### src/inc/pll_ref_cfg.svh
// Register map, field positions, reset values and codes of the PLL reference configuration block.
`ifndef PLL_REF_CFG_SVH
`define PLL_REF_CFG_SVH

`define ADDR_W 8
`define DATA_W 32
`define IDX_W 4
`define REF_DIV_W 8
`define VCO_W 2
`define FILT_W 2

`define CLKSEL_IDX 4'h0
`define CLOCK_WRITE_PROTECT_IDX 4'h1
`define PLLCFG_IDX 4'h2
`define STATUS_IDX 4'h3
`define REFERENCE_DIVIDER_VALUE_IDX 4'h5

`define SEL_PLL_BIT 0
`define SEL_EXTERNAL_OSC_ENABLE_BIT 1
`define CLOCK_WRITE_PROTECT_BIT 0
`define CFG_VCO_LSB 0
`define CFG_FILT_LSB 4
`define STAT_LOCK_BIT 0
`define STAT_OSC_BIT 1

`define REFERENCE_DIVIDER_VALUE_RST 8'h00
`define VCO_RST 2'h0
`define FILT_RST 2'h0
`define FILT_FIXED_1_2MHZ 2'h0
`define VCO_32_48MHZ 2'h0
`define VCO_48_64MHZ 2'h1

`define RESP_OKAY 2'h0
`define RESP_SLVERR 2'h2

`endif

### src/inc/pll_ref_pkg.sv
// Types shared by the PLL reference configuration modules.
package pll_ref_pkg;
`include "pll_ref_cfg.svh"

  typedef logic [`REF_DIV_W-1:0] ref_div_t;
  typedef logic [`VCO_W-1:0] vco_code_t;
  typedef logic [`FILT_W-1:0] filt_code_t;
  typedef logic [1:0] axi_resp_t;
  typedef enum {WR_COLLECT, WR_RESPOND} wr_state_t;

endpackage

### src/inc/ref_div_if.sv
// Link between the configuration logic and the reference divider.
`timescale 1ns/1ps
interface ref_div_if;
  logic [7:0] divisor;
  logic osc_edge;
  logic restart;
  logic tick;
  modport ctrl (output divisor, output osc_edge, output restart, input tick);
  modport div (input divisor, input osc_edge, input restart, output tick);
endinterface

### src/ref_divider.sv
// Divides oscillator edges by the reference divider value plus one.
`timescale 1ns/1ps
module ref_divider
  import pll_ref_pkg::*;
(
  input wire logic aclk,
  input wire logic aresetn,
  input wire logic ce,
  ref_div_if.div link
);

  ref_div_t count_reg;
  ref_div_t count_next;
  logic tick_reg;
  logic tick_next;

  always_comb begin
    count_next = count_reg;
    tick_next = 1'b0;
    if (link.restart) begin
      count_next = `REFERENCE_DIVIDER_VALUE_RST;
    end else if (link.osc_edge) begin
      if (count_reg >= link.divisor) begin
        count_next = `REFERENCE_DIVIDER_VALUE_RST;
        tick_next = 1'b1;
      end else begin
        count_next = count_reg + 8'h01;
      end
    end
  end

  always_ff @(posedge aclk) begin
    if (!aresetn) begin
      count_reg <= `REFERENCE_DIVIDER_VALUE_RST;
      tick_reg <= 1'b0;
    end else if (ce) begin
      count_reg <= count_next;
      tick_reg <= tick_next;
    end
  end

  assign link.tick = tick_reg;

endmodule

### src/pll_reference_config.sv
// PLL reference selection, divider and VCO/filter range configuration behind an AXI4-Lite slave.
`timescale 1ns/1ps
module pll_reference_config
  import pll_ref_pkg::*;
(
  input wire logic aclk,
  input wire logic aresetn,
  input wire logic ce,
  input wire logic [7:0] s_axi_awaddr,
  input wire logic s_axi_awvalid,
  output logic s_axi_awready,
  input wire logic [31:0] s_axi_wdata,
  input wire logic [3:0] s_axi_wstrb,
  input wire logic s_axi_wvalid,
  output logic s_axi_wready,
  output logic [1:0] s_axi_bresp,
  output logic s_axi_bvalid,
  input wire logic s_axi_bready,
  input wire logic [7:0] s_axi_araddr,
  input wire logic s_axi_arvalid,
  output logic s_axi_arready,
  output logic [31:0] s_axi_rdata,
  output logic [1:0] s_axi_rresp,
  output logic s_axi_rvalid,
  input wire logic s_axi_rready,
  input wire logic osc_clk_in,
  input wire logic internal_rc_1mhz,
  input wire logic pll_lock_in,
  input wire logic osc_stable_in,
  output logic pll_reference_clock,
  output logic [1:0] vco_range_code,
  output logic [1:0] loop_filter_setting,
  output logic external_osc_enable,
  output logic pll_restart
);

  // Byte address of a register is four times its index.
  function automatic logic reg_hit(input logic [7:0] addr, input logic [3:0] idx);
    reg_hit = (addr == {2'h0, idx, 2'h0});
  endfunction

  function automatic logic is_mapped(input logic [7:0] addr);
    is_mapped = reg_hit(addr, `CLKSEL_IDX) || reg_hit(addr, `CLOCK_WRITE_PROTECT_IDX) || reg_hit(addr, `PLLCFG_IDX) ||
                reg_hit(addr, `STATUS_IDX) || reg_hit(addr, `REFERENCE_DIVIDER_VALUE_IDX);
  endfunction

  // Pin inputs pass two flip-flops; edges are taken only after the second.
  logic [3:0] sync1_reg;
  logic [3:0] sync2_reg;
  logic [3:0] sync3_reg;
  logic [3:0] rise;
  assign rise = sync2_reg & ~sync3_reg;

  always_ff @(posedge aclk) begin
    if (!aresetn) begin
      sync1_reg <= 4'h0;
      sync2_reg <= 4'h0;
      sync3_reg <= 4'h0;
    end else if (ce) begin
      sync1_reg <= {osc_stable_in, pll_lock_in, internal_rc_1mhz, osc_clk_in};
      sync2_reg <= sync1_reg;
      sync3_reg <= sync2_reg;
    end
  end

  ref_div_if div_link ();

  ref_divider u_divider (
    .aclk(aclk),
    .aresetn(aresetn),
    .ce(ce),
    .link(div_link)
  );

  wr_state_t wr_state_reg, wr_state_next;
  logic aw_held_reg, aw_held_next;
  logic w_held_reg, w_held_next;
  logic [7:0] awaddr_reg, awaddr_next;
  logic [7:0] wdata_reg, wdata_next;
  logic wstrb0_reg, wstrb0_next;
  logic awready_reg, awready_next;
  logic wready_reg, wready_next;
  axi_resp_t bresp_reg, bresp_next;
  logic bvalid_reg, bvalid_next;
  logic arready_reg, arready_next;
  logic rvalid_reg, rvalid_next;
  logic [31:0] rdata_reg, rdata_next;
  axi_resp_t rresp_reg, rresp_next;
  logic pll_sel_reg, pll_sel_next;
  logic external_osc_enable_reg, external_osc_enable_next;
  logic protect_reg, protect_next;
  vco_code_t vco_reg, vco_next;
  filt_code_t filt_reg, filt_next;
  ref_div_t reference_divider_value_reg, reference_divider_value_next;
  logic lock_flag_reg, lock_flag_next;
  logic osc_flag_reg, osc_flag_next;
  logic restart_reg, restart_next;
  logic ref_clk_reg, ref_clk_next;
  vco_code_t vco_out_reg;
  filt_code_t filt_out_reg, filt_out_next;
  logic div_clear;

  assign div_link.divisor = reference_divider_value_reg;
  assign div_link.osc_edge = rise[0];
  assign div_link.restart = restart_reg;

  always_comb begin
    wr_state_next = wr_state_reg;
    aw_held_next = aw_held_reg;
    w_held_next = w_held_reg;
    awaddr_next = awaddr_reg;
    wdata_next = wdata_reg;
    wstrb0_next = wstrb0_reg;
    bresp_next = bresp_reg;
    pll_sel_next = pll_sel_reg;
    external_osc_enable_next = external_osc_enable_reg;
    protect_next = protect_reg;
    vco_next = vco_reg;
    filt_next = filt_reg;
    reference_divider_value_next = reference_divider_value_reg;
    div_clear = 1'b0;
    if (s_axi_awvalid && awready_reg) begin
      aw_held_next = 1'b1;
      awaddr_next = s_axi_awaddr;
    end
    if (s_axi_wvalid && wready_reg) begin
      w_held_next = 1'b1;
      wdata_next = s_axi_wdata[7:0];
      wstrb0_next = s_axi_wstrb[0];
    end
    case (wr_state_reg)
      WR_COLLECT: begin
        if (aw_held_reg && w_held_reg) begin
          aw_held_next = 1'b0;
          w_held_next = 1'b0;
          wr_state_next = WR_RESPOND;
          bresp_next = is_mapped(awaddr_reg) ? `RESP_OKAY : `RESP_SLVERR;
          if (wstrb0_reg) begin
            if (reg_hit(awaddr_reg, `CLKSEL_IDX)) begin
              pll_sel_next = wdata_reg[`SEL_PLL_BIT];
              external_osc_enable_next = wdata_reg[`SEL_EXTERNAL_OSC_ENABLE_BIT];
            end
            if (reg_hit(awaddr_reg, `CLOCK_WRITE_PROTECT_IDX)) begin
              protect_next = wdata_reg[`CLOCK_WRITE_PROTECT_BIT];
            end
            if (reg_hit(awaddr_reg, `PLLCFG_IDX)) begin
              // Reserved range codes are refused so the PLL never sees an undefined range.
              if (wdata_reg[`CFG_VCO_LSB +: `VCO_W] == `VCO_32_48MHZ ||
                  wdata_reg[`CFG_VCO_LSB +: `VCO_W] == `VCO_48_64MHZ) begin
                vco_next = wdata_reg[`CFG_VCO_LSB +: `VCO_W];
              end
              filt_next = wdata_reg[`CFG_FILT_LSB +: `FILT_W];
            end
            if (reg_hit(awaddr_reg, `REFERENCE_DIVIDER_VALUE_IDX) && !protect_reg && pll_sel_reg) begin
              reference_divider_value_next = wdata_reg;
              div_clear = 1'b1;
            end
          end
        end
      end
      WR_RESPOND: begin
        if (s_axi_bready) begin
          wr_state_next = WR_COLLECT;
        end
      end
      default: begin
        wr_state_next = WR_COLLECT;
      end
    endcase
    awready_next = !aw_held_next && (wr_state_next == WR_COLLECT);
    wready_next = !w_held_next && (wr_state_next == WR_COLLECT);
    bvalid_next = (wr_state_next == WR_RESPOND);
    // A status event in the clearing cycle is kept: set wins over clear.
    lock_flag_next = (lock_flag_reg && !div_clear) || rise[2];
    osc_flag_next = (osc_flag_reg && !div_clear) || rise[3];
    restart_next = div_clear;
    ref_clk_next = external_osc_enable_reg ? div_link.tick : rise[1];
    filt_out_next = external_osc_enable_reg ? filt_reg : `FILT_FIXED_1_2MHZ;
  end

  always_comb begin
    arready_next = arready_reg;
    rvalid_next = rvalid_reg;
    rdata_next = rdata_reg;
    rresp_next = rresp_reg;
    if (rvalid_reg && s_axi_rready) begin
      rvalid_next = 1'b0;
    end
    if (s_axi_arvalid && arready_reg) begin
      rvalid_next = 1'b1;
      rresp_next = is_mapped(s_axi_araddr) ? `RESP_OKAY : `RESP_SLVERR;
      rdata_next = 32'h0000_0000;
      if (reg_hit(s_axi_araddr, `CLKSEL_IDX)) begin
        rdata_next[`SEL_PLL_BIT] = pll_sel_reg;
        rdata_next[`SEL_EXTERNAL_OSC_ENABLE_BIT] = external_osc_enable_reg;
      end
      if (reg_hit(s_axi_araddr, `CLOCK_WRITE_PROTECT_IDX)) begin
        rdata_next[`CLOCK_WRITE_PROTECT_BIT] = protect_reg;
      end
      if (reg_hit(s_axi_araddr, `PLLCFG_IDX)) begin
        rdata_next[`CFG_VCO_LSB +: `VCO_W] = vco_reg;
        rdata_next[`CFG_FILT_LSB +: `FILT_W] = filt_reg;
      end
      if (reg_hit(s_axi_araddr, `STATUS_IDX)) begin
        rdata_next[`STAT_LOCK_BIT] = lock_flag_reg;
        rdata_next[`STAT_OSC_BIT] = osc_flag_reg;
      end
      if (reg_hit(s_axi_araddr, `REFERENCE_DIVIDER_VALUE_IDX)) begin
        rdata_next[`REF_DIV_W-1:0] = reference_divider_value_reg;
      end
    end
    arready_next = !rvalid_next;
  end

  always_ff @(posedge aclk) begin
    if (!aresetn) begin
      wr_state_reg <= WR_COLLECT;
      aw_held_reg <= 1'b0;
      w_held_reg <= 1'b0;
      awaddr_reg <= 8'h00;
      wdata_reg <= 8'h00;
      wstrb0_reg <= 1'b0;
      awready_reg <= 1'b0;
      wready_reg <= 1'b0;
      bresp_reg <= `RESP_OKAY;
      bvalid_reg <= 1'b0;
      arready_reg <= 1'b0;
      rvalid_reg <= 1'b0;
      rdata_reg <= 32'h0000_0000;
      rresp_reg <= `RESP_OKAY;
      pll_sel_reg <= 1'b0;
      external_osc_enable_reg <= 1'b0;
      protect_reg <= 1'b0;
      vco_reg <= `VCO_RST;
      filt_reg <= `FILT_RST;
      reference_divider_value_reg <= `REFERENCE_DIVIDER_VALUE_RST;
      lock_flag_reg <= 1'b0;
      osc_flag_reg <= 1'b0;
      restart_reg <= 1'b0;
      ref_clk_reg <= 1'b0;
      vco_out_reg <= `VCO_RST;
      filt_out_reg <= `FILT_FIXED_1_2MHZ;
    end else if (ce) begin
      wr_state_reg <= wr_state_next;
      aw_held_reg <= aw_held_next;
      w_held_reg <= w_held_next;
      awaddr_reg <= awaddr_next;
      wdata_reg <= wdata_next;
      wstrb0_reg <= wstrb0_next;
      awready_reg <= awready_next;
      wready_reg <= wready_next;
      bresp_reg <= bresp_next;
      bvalid_reg <= bvalid_next;
      arready_reg <= arready_next;
      rvalid_reg <= rvalid_next;
      rdata_reg <= rdata_next;
      rresp_reg <= rresp_next;
      pll_sel_reg <= pll_sel_next;
      external_osc_enable_reg <= external_osc_enable_next;
      protect_reg <= protect_next;
      vco_reg <= vco_next;
      filt_reg <= filt_next;
      reference_divider_value_reg <= reference_divider_value_next;
      lock_flag_reg <= lock_flag_next;
      osc_flag_reg <= osc_flag_next;
      restart_reg <= restart_next;
      ref_clk_reg <= ref_clk_next;
      vco_out_reg <= vco_reg;
      filt_out_reg <= filt_out_next;
    end
  end

  assign s_axi_awready = awready_reg;
  assign s_axi_wready = wready_reg;
  assign s_axi_bresp = bresp_reg;
  assign s_axi_bvalid = bvalid_reg;
  assign s_axi_arready = arready_reg;
  assign s_axi_rdata = rdata_reg;
  assign s_axi_rresp = rresp_reg;
  assign s_axi_rvalid = rvalid_reg;
  assign pll_reference_clock = ref_clk_reg;
  assign vco_range_code = vco_out_reg;
  assign loop_filter_setting = filt_out_reg;
  assign external_osc_enable = external_osc_enable_reg;
  assign pll_restart = restart_reg;

endmodule

### config.mk
export PLATFORM = sky130hd
export DESIGN_NAME = pll_reference_config
export DESIGN_NICKNAME = d
export VERILOG_FILES = /design/src/inc/pll_ref_pkg.sv /design/src/inc/ref_div_if.sv /design/src/ref_divider.sv /design/src/pll_reference_config.sv
export VERILOG_INCLUDE_DIRS = /design/src /design/src/inc
export SDC_FILE = /design/constraint.sdc
export NUM_CORES = 1
export LEC_CHECK = 0
export BUFFER_PORTS_ARGS = -buffer_cell sky130_fd_sc_hd__buf_4
export CAP_MARGIN = 20
export CORE_UTILIZATION = 50
export CTS_BUF_LIST = sky130_fd_sc_hd__clkbuf_8
export CTS_CLUSTER_SIZE = 12
export DETAILED_ROUTE_END_ITERATION = 7
export GPL_ROUTABILITY_DRIVEN = 0
export PLACE_DENSITY = 0.79
export REMOVE_ABC_BUFFERS = 1
export SLEW_MARGIN = 20
export SYNTH_ARGS = -nofsm -noshare
export SYNTH_HDL_FRONTEND = slang
export SYNTH_SLANG_ARGS = --single-unit
### constraint.sdc
create_clock -name aclk -period 1.9 [get_ports aclk]
set_input_delay 0.095 -clock aclk [delete_from_list [all_inputs] [get_ports aclk]]
set_output_delay 0.095 -clock aclk [all_outputs]
set_load 0.05 [all_outputs]
Word level (Yosys, flattened, before mapping)
Index checks and enable logic that the tools add are counted.
{ "word_totals": {"regBits": 112, "in_bits": 64, "output_inout_bits": 48, "wordCells": 120} }
{ "op_classes": {"addsub": 1, "n_lt_le_gt_ge": 1, "eq_ne": 11, "mux": 31, "bitwise": 2, "n_reduce_logical": 43} }
{ "op_table": {"columns": ["operator", "n"], "rows": [
  ["logical NOT 32 bit", 2],
  ["2-to-1 mux 32 bit", 2],
  ["one-hot mux 32 bit (2 select lines)", 1],
  ["== test 32 x 1 -> 1 bit (second input constant)", 1],
  ["== test 32 x 2 -> 1 bit (second input constant)", 1],
  ["== test 8 x 4 -> 1 bit (second input constant)", 4],
  ["2-to-1 mux 8 bit", 4],
  ["AND reduction 5 bit", 4],
  ["2-to-1 mux 1 bit", 17],
  ["== test 8 x 3 -> 1 bit (second input constant)", 2],
  ["== test 8 x 5 -> 1 bit (second input constant)", 2],
  ["logical NOT 8 bit", 2],
  ["2-to-1 mux 2 bit", 7],
  ["logical AND 1 bit", 11],
  ["logical OR 1 bit", 11],
  ["adder 8 x 1 -> 8 bit (second input constant)", 1],
  ["greater-or-equal comparator 8 bit", 1],
  ["AND reduction 2 bit", 4],
  ["AND reduction 6 bit", 1],
  ["logical NOT 1 bit", 5],
  ["bitwise AND 4 bit", 1],
  ["inverter 4 bit", 1],
  ["AND reduction 3 bit", 1],
  ["== test 2 x 1 -> 1 bit (second input constant)", 1],
  ["other kinds (2)", 2]
]} }

Logic depth before layout (Yosys ltp)
Gate-level depths: netlist of the first run.
{ "depth": {"depth_word": 10, "depth_mapped": 8, "mapped_depth_nobuf": 7} }

Hierarchy
From an unflattened synthesis of the first run, not the netlist that was laid out.
{ "hier_totals": {"cells_unflattened": 505, "hier_area_um2": 4693.3} }
{ "by_module_without_submodules": {"columns": ["module", "n_inst", "cells_per_inst", "area_per_inst_um2", "seq_area_each_um2"], "rows": [
  ["pll_reference_config", 1, 424, 4048.9, 2021.9],
  ["ref_divider", 1, 81, 644.4, 180.2]
]} }

Worst setup path after synthesis of the first run
OpenSTA, ideal clock, no wires.
{ "synth_timing": {"path_type": "register to register", "startpoint": "reg u_divider.count_reg[0]", "endpoint": "reg u_divider.tick_reg, in the netlist u_divider.link.tick", "setup_ns": 0.128, "t_arrival_ns": 1.897, "t_required_ns": 1.772, "setup_slack_ns": -0.125, "path_stages_with_launch": 9, "n_path_buf": 1, "cell_sequence": "dfxtp_1 > inv_1 > ha_1 > nand2b_1 > a2111o_1 > a211oi_2 > buf_2 > a2bb2oi_1 > nor2_1"} }
{ "synth_between": {"elab_chain_cells": 4} }
{ "synth_lines": {"columns": ["item", "line", "rtl"], "rows": [
  ["from (decl)", "ref_divider.sv:12", "ref_div_t count_reg;"],
  ["from (signal assigned)", "ref_divider.sv:34", "count_reg <= `REFERENCE_DIVIDER_VALUE_RST;"],
  ["from (signal assigned)", "ref_divider.sv:37", "count_reg <= count_next;"],
  ["greater-or-equal comparator 8 bit", "ref_divider.sv:23", "if (count_reg >= link.divisor) begin"],
  ["2-to-1 mux 1 bit", "ref_divider.sv:23", null],
  ["2-to-1 mux 1 bit", "ref_divider.sv:22", "end else if (link.osc_edge) begin"],
  ["2-to-1 mux 1 bit", "ref_divider.sv:20", "if (link.restart) begin"],
  ["to (signal assigned)", "ref_divider.sv:38", "tick_reg <= tick_next;"],
  ["to (decl)", "ref_divider.sv:14", "logic tick_reg;"]
]} }
Every way passes these cells.
A chain may end at the register's enable or synchronous reset.

Final worst setup path of the first run
{ "layout_timing": {"startpoint": "reg wr_state_reg[4]", "endpoint": "reg filt_reg[0]"} }
{ "layout_between": {"elab_chain_cells": 2} }
{ "layout_lines": {"columns": ["item", "line", "rtl"], "rows": [
  ["from (decl)", "pll_reference_config.sv:75", "wr_state_t wr_state_reg, wr_state_next;"],
  ["from (signal assigned)", "pll_reference_config.sv:244", "wr_state_reg <= wr_state_next;"],
  ["logical NOT 32 bit", "pll_reference_config.sv:131", "case (wr_state_reg)"],
  ["AND reduction 5 bit (no line)", null, null],
  ["to (signal assigned)", "pll_reference_config.sv:235", "filt_reg <= `FILT_RST;"],
  ["to (signal assigned)", "pll_reference_config.sv:262", "filt_reg <= filt_next;"],
  ["to (decl)", "pll_reference_config.sv:93", "filt_code_t filt_reg, filt_next;"]
]} }
Every way passes these cells.

==> results of run 1 <==
## how the worst max path moves through the flow
stage	from	end	slack (ns)	cells after the start
2_1_floorplan	u_divider.count_reg[0]	u_divider.count_reg[2]	-0.27	7
3_3_place_gp	u_divider.count_reg[0]	u_divider.count_reg[6]	0.02	8
3_5_place_dp	wr_state_reg[31]	div_link.divisor[6]	-0.07	6
4_1_cts	wr_state_reg[25]	div_link.divisor[6]	-0.01	6
5_1_grt	wr_state_reg[15]	filt_reg[1]	-0.10	7
6_report	wr_state_reg[4]	filt_reg[0]	0.008	7
## layer usage
metal / vias to the layer above / part of all wire [%] / wire length (µm) / GRT usage, %
met4: 0 / 1.9 / 190 / 7.92
li1: 1919 / - / - / -
met5: - / 0 / 0 / 0
met3: 17 / 4.8 / 481 / 3.88
met1: 1797 / 45 / 4530 / 27.8
met2: 99 / 48 / 4780 / 35.9
## critical path: stages, from the launching register on
cell	delay (ns)
dfxtp_1	0.33
nor4_2	0.27
nand4_1	0.27
buf_4	0.25
nor4_4	0.26
buf_4	0.17
mux2i_1	0.18
nor2_1	0.06
## report_power, final
part / internal, µW / leakage, µW / switching (µW)
clock: 536 / 0.0000886 / 742
combinational: 146 / 0.00139 / 286
sequential: 2340 / 0.000893 / 25.3
## stage by stage
stage,std cells,TNS [ns],hold WS (ns),util [%],cell area [µm²]
6_report,713,0,0.0850,65.3,5720
5_1_grt,713,-1.20,0.104,65.3,5720
4_1_cts,709,-0.00976,0.0701,62.8,5500
3_5_place_dp,672,-0.521,0.345,57.8,5070
3_3_place_gp,672,0,0.333,57.8,5070
2_1_floorplan,487,-2.19,0.216,-,4340
## what timing repair did
action	CTS	global route
resized for setup	11	51
hold endpoints to repair	21	0
pin swaps	6	29
cloned	1	1
buffers inserted	0	3
hold buffers	21	0
endpoints found under the setup margin	21	32
## synth_stat cells (all sizes together) (2+ instances only)
master / instances
buf: 33
nand2: 76
or2: 2
a22oi: 3
nand3b: 3
a211o: 2
a31oi: 5
nor3b: 2
and3: 34
nand3: 25
nor4: 12
a211oi: 2
dfxtp: 110
a21oi: 46
mux2i: 20
nand2b: 2
nand4b: 3
or3: 2
nor2b: 2
a31o: 2
or4: 2
nor3: 4
nand4: 8
ha: 9
o21ai: 13
clkbuf: 19
nor2: 38
mux2: 2
inv: 13
a2bb2oi: 2
## kinds of logic (layout without fill, tap and decap cells)
logic type,count (synthesis),after routing,share of synthesized area (%)
adders and majority gates,9,9,2.48
AOI/OAI and AO/OA,85,85,11.4
other,1,26,0.0825
and+or+nand+nor,220,220,24.4
DFF,110,110,48.4
buffers and inverters,66,132,7.81
muxes,23,23,5.39
## cell type report
class	count	area share [%]
Clock buffer	11	2.65
Clock inverter	4	0.416
Inverter	14	0.962
Multi-Input combinational cell	363	40.0
Sequential cell	110	38.6
Tap cell	108	2.36
Timing Repair Buffer	103	15.0
==> flow_results.org, run 1 <==
** Worst hold path
- Hold path endpoint :: s_axi_rdata[0]
- Min-delay src :: s_axi_araddr[4]
- Count of cells along the worst hold path :: 4
- Min-delay worst type :: primary input to flip-flop

** Power and ir drop
- Power spread over the standard cell area amounts to 711 nW/µm².
- Reported leakage power :: 0.00237 µW
- Power after layout :: 4070 µW
- IR analysis of the VDD net gives a maximum drop of 0.000547 V.

** Global route
- Global routing finished with a remaining overflow of 0.
- The number of antenna violations at the first check in global routing is 0.
- Wire length of the first global-routing pass :: 16800 µm
- Via count of the first global-routing pass :: 3726
- Maximum number of pins on one net before global-route repair :: 50
- Global routing usage summed across all routing layers :: 21.5%

** Critical path
- Worst reg2reg path depth :: 7
- The startpoint identified for the worst register-to-register timing path is wr_state_reg[4].
- Setup slack on the worst reg-to-reg path comes out at 0.008 ns.
- Sort of element at the start of the critical path :: flip-flop
- In this run the critical register-to-register path is captured at filt_reg[0].
- Class of the most critical setup path :: flip-flop to flip-flop
- Data arrives at the worst endpoint at 2.14 ns.
- Data required time of the worst path :: 2.15 ns
- In this run the worst path has a maximum fanout of 4.
- Critical path capture point type :: flip-flop

** Synth
- The most used flip-flop cell after synthesis is dfxtp_1.
- For this run, the register share of the synthesized area comes to 48.4%.
- Synth Register Bits :: 110
- The number of different library cells used by synthesis comes to 56.
- The synthesized design devotes to its leading area cell type 48.4% of total area.
- EDFF count, synth :: 0
- Synthesis produced a netlist whose cell count is 514.
- Async S/R FF share, synth :: 0%
- Post-Synthesis Mean Instance Area :: 8.85 µm²
- For this run, the number of Yosys warnings is 0.
- Ranked by total cell area, the synthesized netlist is headed by dfxtp_1 48%, nand2_1 6.3%, a21oi_1 5.1%, and3_1 4.7%, buf_4 4.5%.
- Top cell type by total area after synthesis :: dfxtp_1
- Summing every instance area after synthesis gives 4550 µm².

** Timing
- The worst path in the final design needs a cycle of 1.89 ns, including I/O delays and setup.
- Normalized max-slew margin :: 63.6%
- The number of endpoints with negative hold slack in the final report is 0.
- Period utilisation layout :: 99.6%
- Setup slack closes at 0.00793 ns.
- Setup Skew :: 0.00924 ns
- Top achievable clock speed :: 529 MHz
- The final max-slew violation count was 0.
- Final-report setup violation count :: 0
- At the pin with the least slew margin, the transition time is 0.542 ns.
- Setup repair after global routing could not meet its margin everywhere.

** Die
- In this run the core area contains 34 standard-cell rows.
- The total area inside the core boundary comes to 8760 µm².
- The die covers 9480 µm².
- Die Y-Extent :: 97.4 µm
- Die outline width :: 97.4 µm
- Once the floorplan was initialized, standard cells occupied 51.9% of the core.
- During I/O placement, the number of pins put on the boundary was 112.

** Placement
- Dpl ws :: -0.0669 ns
- The count of buffers added on input and output ports is 58.
- Detailed placement finished with a half-perimeter wire length of 6870 µm.

** Cells and area
- Area of combinational cells with multiple inputs :: 2290 µm²
- In the layout the commonest cells are 103 x dfxtp_1, 77 x buf_4, 75 x nand2_1.
- The repair_antennas step left the layout with diodes totalling 0.
- Counting the fill cells in the layout gives 706.
- Final Net Count :: 674
- Flip-flop and latch area :: 2210 µm²
- The register with the most flip-flops in the layout has 32 of them.
- Of the cells placed in the final design, the portion with a size suffix greater than 1 is 25.5%.
- Commonest non-fill, non-tap cell in the layout :: dfxtp_1
- From synthesis to final layout, the design area changed by 25.8%.

** Flow run
- Across the run, the number of max-cap violations was 0.

** Drt
- Starting DRT DRC Count :: 132
- Drt via density :: 5.37
- For this run, design rule violations remaining after detail routing come to 0.
- In the final routed layout, each cell accounts on average for 14.0 µm.
- The routed layout has 3832 vias.
- The pre-antenna-repair detailed-routing pass consisted of 4 iterations.
- Antenna Nets Post-Route :: 0
- Final WL :: 9980 µm

** Status
- The run finished with clean final reports.

** Clock tree
- Counting the buffers created by CTS gives 9.
- Clock-pin slew was measured on the worst setup and hold paths at 0.09 ns.
- The clock tree synthesis step divided the H-tree into 3 levels.
- CTS sink cnt :: 110
- Clock latency on the worst-skew pair, taken at its later pin, is 0.36 ns.
- TritonCTS built the clock tree.
- CTS max path bufs :: 2
- The root buffer cell chosen for the clock tree is clkbuf_8.
Note: power is estimated with default switching activity, not from simulation.
==> inputs of run 2 (changes only) <==
ABC_AREA = 1   (was default)
PLACE_DENSITY = 0.78   (was 0.79)
==> flow_results.org, run 2 <==
** Power and ir drop
- The overall power came to 4300 µW (was 4070 µW).
- Reported leakage power :: 0.00235 µW (was 0.00237 µW)
- Worst voltage drop across the vdd grid :: 0.000394 V (was 0.000547 V)
- Areal power density over the cells :: 781 nW/µm² (was 711 nW/µm²)

** Die
- Overall die area :: 9990 µm² (was 9480 µm²)
- Row Count :: 35 (was 34)
- Die outline width :: 100 µm (was 97.4 µm)
- The initial standard-cell utilization of the core was 51.7% (was 51.9%).
- The core footprint came to 9280 µm² (was 8760 µm²).
- The number of primary I/O pins is 112 (unchanged).
- Die Y-Extent :: 100 µm (was 97.4 µm)

** Placement
- Count of buffers inserted at the top-level ports :: 58 (unchanged)
- The worst slack at placement was 0.260 ns (was -0.0669 ns).
- The detailed-placement wirelength estimate was 7240 µm (was 6870 µm).

** Timing
- The fmax is 606 MHz (was 529 MHz).
- The post-route worst setup slack is 0.251 ns (was 0.00793 ns).
- The clock tree skew after final layout is 0.0102 ns (was 0.00924 ns).
- Slew at the pin closest to its max-slew limit :: 0.629 ns (was 0.542 ns)
- The remaining max-slew budget at the tightest pin was 58.0% (was 63.6%).
- Final-report setup violation count :: 0 (unchanged)
- RSZ-0062 raised after global routing :: false (was true)
- The final max-slew violation count came to 0 (unchanged).
- The number of endpoints with negative hold slack in the final report is 0 (unchanged).
- The clock period minus final worst setup slack came to 1.65 ns (was 1.89 ns).
- The final worst-path cycle share is 86.8% (was 99.6%).
- The total negative slack was 0 ns (unchanged).

** Synth
- The count of synthesis-stage warnings from yosys is 0 (unchanged).
- The area share of the largest cell type after synthesis was 45.9% (was 48.4%).
- The per-instance average area after synthesis was 7.38 µm² (was 8.85 µm²).
- Cell Area, Synth :: 4800 µm² (was 4550 µm²)
- Async S/R FF share, synth :: 0% (unchanged)
- The most instantiated flip-flop cell in the synthesis netlist is dfxtp_1 (unchanged).
- Most repeated cell in the gate-level netlist after synthesis :: nor2_1 (was dfxtp_1)
- The sequential fraction of the synthesis area was 45.9% (was 48.4%).
- The number of register bits inferred by synthesis is 110 (unchanged).
- The cell count after synthesis was 650 (was 514).
- The post-synthesis cell type with the largest combined area is dfxtp_1 (unchanged).
- Synth cell count leaders :: 121 x nor2_1, 119 x nand2_1, 110 x dfxtp_1 (was 110 x dfxtp_1, 76 x nand2_1, 46 x a21oi_1)
- The count of distinct cell types in the synthesized netlist is 37 (was 56).
- The number of enable flip-flop cells after synthesis came to 0 (unchanged).
- Leading post-synthesis cells by cell area: dfxtp_1 46%, nor2_1 9.5%, nand2_1 9.3%, a21oi_1 5.6%, inv_1 4.5% (was dfxtp_1 48%, nand2_1 6.3%, a21oi_1 5.1%, and3_1 4.7%, buf_4 4.5%).

** Global route
- Wire length of the first global-routing pass :: 16900 µm (was 16800 µm)
- Maximum number of pins on one net before global-route repair :: 46 (was 50)
- The overall track demand over capacity in global routing is 21.1% (was 21.5%).
- The via count of the first global-routing pass is 3779 (was 3726).
- Initial antenna violation count :: 0 (unchanged)
- Grt total ovfl :: 0 (unchanged)

** Drt
- Antenna Nets Post-Route :: 0 (unchanged)
- Drt via density :: 4.83 (was 5.37)
- The overall routed net length came to 10000 µm (was 9980 µm).
- The average wire per cell in the routed design came to 11.9 µm (was 14.0 µm).
- # DRC :: 0 (unchanged)
- Starting DRT DRC Count :: 180 (was 132)
- First drt pass iteration count :: 5 (was 4)
- The total number of vias is 4058 (was 3832).

** Flow run
- The max-cap check violation count came to 0 (unchanged).

** Worst hold path
- The hold path depth came to 3 (was 4).
- The type of the most critical hold path was primary input to flip-flop (unchanged).

** Cells and area
- Final Net Count :: 780 (was 674)
- Most used cells in the layout excluding fill and tap cells :: 121 x nor2_1, 119 x nand2_1, 110 x dfxtp_1 (was 103 x dfxtp_1, 77 x buf_4, 75 x nand2_1)
- The most common cell after layout, fill and taps aside was nor2_1 (was dfxtp_1).
- Area overhead of the layout relative to synthesis :: 14.9% (was 25.8%)
- Layout cells sized above 1 :: 14.9% (was 25.5%)
- Flip-flop count of the largest register, all copies and words added :: 32 (unchanged)
- The number of inserted diodes came to 0 (unchanged).
- Number of fill cells in the layout :: 877 (was 706)

** Clock tree
- Clock Latency Late Sink :: 0.37 ns (was 0.36 ns)
- Setup fix buffers added after clock tree synthesis :: 0 (unchanged)
- The total of hold buffers inserted after clock tree synthesis was 7 (was 21).
- CTS Buf Count :: 9 (unchanged)
- The CTS tree was built (unchanged).
- The H-tree depth reported by CTS is 3 (unchanged).
- The number of gates given a new drive strength after cts came to 0 (was 11).
- Cell at the root of the clock tree :: clkbuf_8 (unchanged)
- CTS sink cnt :: 110 (unchanged)
- Clock Pin Slew Worst Setup and Hold Paths :: 0.10 ns (was 0.09 ns)
- The maximum clock path buffer count is 2 (unchanged).

** Critical path
- Start of the worst register-to-register path :: div_link.divisor[7] (was wr_state_reg[4])
- Launching element of the worst setup path :: div_link.divisor[7] (was wr_state_reg[4])
- The endpoint type of the worst setup path is a flip-flop (unchanged).
- The setup slack on the worst flop-to-flop path came to 0.25 ns (was 0.008 ns).
- The worst-path maximum fanout is 7 (was 4).
- The endpoint of the lowest-slack register-to-register path was u_divider.count_reg[6] (was filt_reg[0]).
- The cell depth of the worst flop-to-flop path is 9 (was 7).
- The arrival time of the worst setup path is 1.91 ns (was 2.14 ns).
- The capturing instance or port of the critical path was u_divider.count_reg[6] (was filt_reg[0]).
- Class of the most critical setup path :: flip-flop to flip-flop (unchanged)
- Data required time of the worst path :: 2.17 ns (was 2.15 ns)
- The critical path startpoint category is a flip-flop (unchanged).

** Status
- Result of the run :: completed (unchanged)
## run 2: cell count changes after synthesis, moves of 5 or more
| cell | change |
|---|---|
| a21oi_1 | +8 |
| nor2_2 | +12 |
| o21ai_0 | +32 |
| nand2_1 | +43 |
| inv_1 | +45 |
| and3_1 | -34 |
| xor2_1 | +5 |
| nor2_1 | +83 |
| mux2i_1 | -20 |
| nor4_1 | -8 |
## run 2: worst min-delay path by stage
stage	from	endpoint	slack, ns
floorplan	ce	wr_state_reg[1]	0.17
global placement	osc_clk_in	sync1_reg[0]	0.32
detailed placement	osc_clk_in	sync1_reg[0]	0.33
CTS	s_axi_wdata[6]	wdata_reg[6]	0.0002
global route	s_axi_awaddr[6]	awaddr_reg[6]	0.04
finish	s_axi_wdata[6]	wdata_reg[6]	0.01
## run 2: kinds of logic (layout without fill, tap and decap cells)
logic type	Yosys count	in the layout	synth area share, %
AND/OR/NAND/NOR	309	309	28.1
buffers and inverters	111	148	11.1
flip-flops	110	110	45.9
AO/OA/AOI/OAI	104	104	11.3
adder cells (fa/ha/maj)	9	9	2.35
XOR/XNOR	6	6	1.10
other	1	26	0.0782
## run 2: worst max-delay path, cell delays in order (launching register included)
cell and delay [ns]:
dfxtp_1 0.32, inv_1 0.07, ha_1 0.30, nand2_1 0.07
nor2_1 0.15, nand4_1 0.17, nand4_2 0.24, nor2_1 0.06
nor2_1 0.11, nor2_1 0.05
## run 2: layout make-up
cell class	count	area, µm²	share of cell area, %
Clock buffer	10	138	2.50
Clock inverter	6	68.8	1.25
Inverter	59	221	4.02
Multi-Input combinational cell	454	2160	39.1
Sequential cell	110	2200	39.9
Tap cell	129	161	2.93
Timing Repair Buffer	73	566	10.3
## run 2: routing by layer
| metal | track usage, % | up-vias | routed length, µm |
|---|---|---|---|
| li1 | - | 2130 | - |
| met1 | 25.7 | 1848 | 4470 |
| met2 | 38.1 | 73 | 5010 |
| met3 | 3.83 | 7 | 471 |
| met4 | 5.43 | 0 | 69 |
| met5 | 0 | - | 0 |
## run 2: per-stage QoR
| step | util [%] | instance area, µm² | hold slack, ns | instances |
|---|---|---|---|---|
| 5_1_grt | 59.4 | 5510 | 0.0366 | 841 |
| 4_1_cts | 59.4 | 5510 | 0.000213 | 841 |
| 6_report | 59.4 | 5510 | 0.0107 | 841 |
| 3_3_place_gp | 56.4 | 5240 | 0.324 | 818 |
| 3_5_place_dp | 56.4 | 5240 | 0.328 | 818 |
| 2_1_floorplan | - | 4580 | 0.173 | 623 |
## run 2: power by group
group          leakage, µW  internal (µW)  switching (µW)
Clock             0.000109            656             790
Sequential        0.000892           2360            34.3
Combinational      0.00135            138             330
Total              0.00235           3150            1150
==> inputs of run 3 (changes only) <==
CORE_UTILIZATION = 56   (was 50)
GPL_ROUTABILITY_DRIVEN = default   (was 0)
PLACE_DENSITY = 0.83   (was 0.78)
clock period = 1.6 ns   (was 1.9 ns; I/O delays follow)
==> flow_results.org, run 3 (synthesis results as in run 2) <==
** Critical path
- The first element of the critical path was u_divider.count_reg[7] (was div_link.divisor[7]).
- Slowest library cell on the worst path :: dfxtp_1 (unchanged)
- The cell depth of the worst flop-to-flop path came to 7 (was 9).
- Total number of cells along the worst setup path :: 7 (was 9)
- The required time reported for the critical path endpoint came to 1.91 ns (was 2.17 ns).
- Critical Path Max Stage Delay :: 0.45 ns (was 0.32 ns)
- Reg-to-reg endpoint :: u_divider.count_reg[1] (was u_divider.count_reg[6])
- Critical path capture point type :: flip-flop (unchanged)
- The critical path startpoint category was a flip-flop (unchanged).
- Kind of cell adding the most delay to the critical path :: flip-flops (was simple AND/OR/NAND/NOR gates)
- Start of the worst register-to-register path :: u_divider.count_reg[7] (was div_link.divisor[7])
- Endpoint arrival time on the critical path :: 1.89 ns (was 1.91 ns)
- The worst-path maximum fanout came to 7 (unchanged).
- Worst reg-to-reg setup slack :: 0.03 ns (was 0.25 ns)
- The path type of the worst setup path was flip-flop to flip-flop (unchanged).
- Capturing instance or port of the critical path :: u_divider.count_reg[1] (was u_divider.count_reg[6])
- CP Cell Sequence: ha_4 -> a21oi_1 -> o21a_2 -> nand4_4 -> nor2_1 -> nor2_1 -> nor2_1 (was inv_1 -> ha_1 -> nand2_1 -> nor2_1 -> nand4_1 -> nand4_2 -> nor2_1 -> nor2_1 -> nor2_1).
- Cell repeated most along the worst path :: nor2_1 (unchanged)
- The worst path buffer plus inverter count is 0 (was 1).

** Die
- Die Y-Extent :: 94.6 µm (was 100 µm)
- The die extent in x came to 94.6 µm (was 100 µm).
- I/O pin count :: 112 (unchanged)
- The core footprint is 8260 µm² (was 9280 µm²).
- The initial standard-cell utilization of the core came to 58.1% (was 51.7%).
- Row Count :: 33 (was 35)
- Overall die area :: 8940 µm² (was 9990 µm²)

** Power and ir drop
- The total power divided by cell area came to 902 nW/µm² (was 781 nW/µm²).
- Worst voltage drop across the vdd grid :: 0.000704 V (was 0.000394 V)
- Switching portion of total power :: 27.2% (was 26.8%)
- The overall power was 5180 µW (was 4300 µW).
- Reported leakage power :: 0.00242 µW (was 0.00235 µW)
- The total internal power was 3770 µW (was 3150 µW).
- The clock network fraction of design power is 34.0% (was 33.6%).
- The logic gate share of total power came to 11.1% (was 10.9%).
- Share of total power in sequential cells :: 54.8% (was 55.5%)
- The switching power summed over all nets was 1410 µW (was 1150 µW).

** Cells and area
- Layout cells sized above 1 :: 19.8% (was 14.9%)
- Final Net Count :: 791 (was 780)
- Antenna Diode Count :: 0 (unchanged)
- The most common cell after layout, fill and taps aside is nand2_1 (was nor2_1).
- Most used cells in the layout excluding fill and tap cells :: 115 x nand2_1, 114 x nor2_1, 105 x dfxtp_1 (was 121 x nor2_1, 119 x nand2_1, 110 x dfxtp_1)
- The flip-flop count of the largest register, all copies and words added was 32 (unchanged).
- Final instance count without filler cells :: 828 (was 841)
- The post-synthesis to final-layout area growth is 19.6% (was 14.9%).
- Number of fill cells in the layout :: 666 (was 877)
- The utilization of the core after routing is 69.5% (was 59.4%).

** Global route
- The overall track demand over capacity in global routing came to 24.2% (was 21.1%).
- Grt total ovfl :: 0 (unchanged)
- Initial antenna violation count :: 0 (unchanged)
- The global-route wire length before repair came to 17000 µm (was 16900 µm).
- Via count of the first global-routing pass :: 3872 (was 3779)
- Maximum number of pins on one net before global-route repair :: 66 (was 46)

** Clock tree
- The CTS tree is built (unchanged).
- The maximum clock path buffer count is 2 (unchanged).
- Clock Pin Slew Worst Setup and Hold Paths :: 0.11 ns (was 0.10 ns)
- The H-tree depth reported by CTS was 3 (unchanged).
- Cell at the root of the clock tree :: clkbuf_8 (unchanged)
- The clock sink count came to 110 (unchanged).
- The clock latency at the later pin of the worst-skew pair came to 0.37 ns (about the same).
- The clock buffer count from CTS came to 9 (unchanged).

** Drt
- Antenna Nets Post-Route :: 0 (unchanged)
- The overall routed net length is 10600 µm (was 10000 µm).
- Via count :: 4290 (was 4058)
- The average vias per placed instance came to 5.18 (was 4.83).
- The first-pass iteration count of the detailed router came to 6 (was 5).
- Per-cell routed wire length :: 12.8 µm (was 11.9 µm)
- The number of DRC violations after detailed-routing iteration 0 is 357 (was 180).
- # DRC :: 0 (unchanged)

** Timing
- Final Hold Vio Count :: 0 (unchanged)
- The fmax is 636 MHz (was 606 MHz).
- Final-report setup violation count :: 0 (unchanged)
- Setup TNS :: 0 ns (unchanged)
- Period utilisation layout :: 98.3% (was 86.8%)
- RSZ-0062 raised after global routing: true (was false).
- Clock period minus final worst setup slack :: 1.57 ns (was 1.65 ns)
- Setup Skew :: 0.0101 ns (was 0.0102 ns)
- Count of final max-slew check failures :: 0 (unchanged)

** Placement
- Count of buffers inserted at the top-level ports :: 58 (unchanged)
- Placed cell count :: 799 (was 818)
- The detailed-placement wirelength estimate came to 7100 µm (was 7240 µm).
- Placer Congestion :: 0.843

** Worst hold path
- The type of the most critical hold path is primary input to flip-flop (unchanged).

** Flow run
- The max-cap check violation count came to 0 (unchanged).

** Status
- Result of the run: completed (unchanged).
## run 3: what timing repair did
action                     CTS  global route
setup buffers                0             3
resized for setup            1            35
hold endpoints to repair    10             0
setup endpoints to repair    5            25
hold buffers                10             0
pin swaps                    2            15
## run 3: per-stage QoR
stage                     hold slack, ns  setup WS (ns)  cell area (µm²)
after detailed placement           0.314       -0.00298             5270
after global routing              0.0243        -0.0842             5740
after floorplan                    0.158        -0.0792             4580
final                            0.00354         0.0276             5740
after global placement             0.305         0.0758             5270
after CTS                       0.000785         0.0120             5590
## run 3: worst min path at each step
stage	startpoint	endpoint	cells after the start
floorplan	ce	wr_state_reg[1]	1
global placement	osc_clk_in	sync1_reg[0]	3
detailed placement	internal_rc_1mhz	sync1_reg[1]	3
CTS	s_axi_awaddr[0]	awaddr_reg[0]	3
global route	s_axi_wdata[5]	wdata_reg[5]	3
finish	s_axi_awaddr[0]	awaddr_reg[0]	3
## run 3: worst register-to-register path, stage by stage (launching register included)
cell and delay (ns):
dfxtp_1 0.45, ha_4 0.24, a21oi_1 0.17, o21a_2 0.21, nand4_4 0.17, nor2_1 0.13, nor2_1 0.06, nor2_1 0.08
## run 3: cell type report
class	count	area, µm²	area share [%]
Sequential cell	110	2210	38.5
Clock buffer	10	138	2.40
Inverter	59	224	3.90
Clock inverter	6	76.3	1.33
Multi-Input combinational cell	454	2280	39.8
Timing Repair Buffer	84	681	11.9
Tap cell	105	131	2.29
## run 3: metal layers
layer / vias to the layer above / GRT usage [%] / part of all wire (%)
met5: - / 0 / 0
met4: 0 / 6.94 / 1.9
met3: 16 / 5.88 / 5.9
met2: 142 / 44.1 / 52
met1: 1977 / 28.1 / 40
li1: 2155 / - / -
## run 3: power groups by stage
| stage | clock [µW] | combinational (µW) | sequential, µW |
|---|---|---|---|
| 2_1_floorplan | 0 | 299 | 2950 |
| 3_3_place_gp | 0 | 535 | 2900 |
| 3_5_place_dp | 0 | 546 | 2900 |
| 4_1_cts | 1780 | 566 | 2840 |
| 5_1_grt | 1910 | 625 | 2850 |
| 6_report | 1760 | 575 | 2840 |
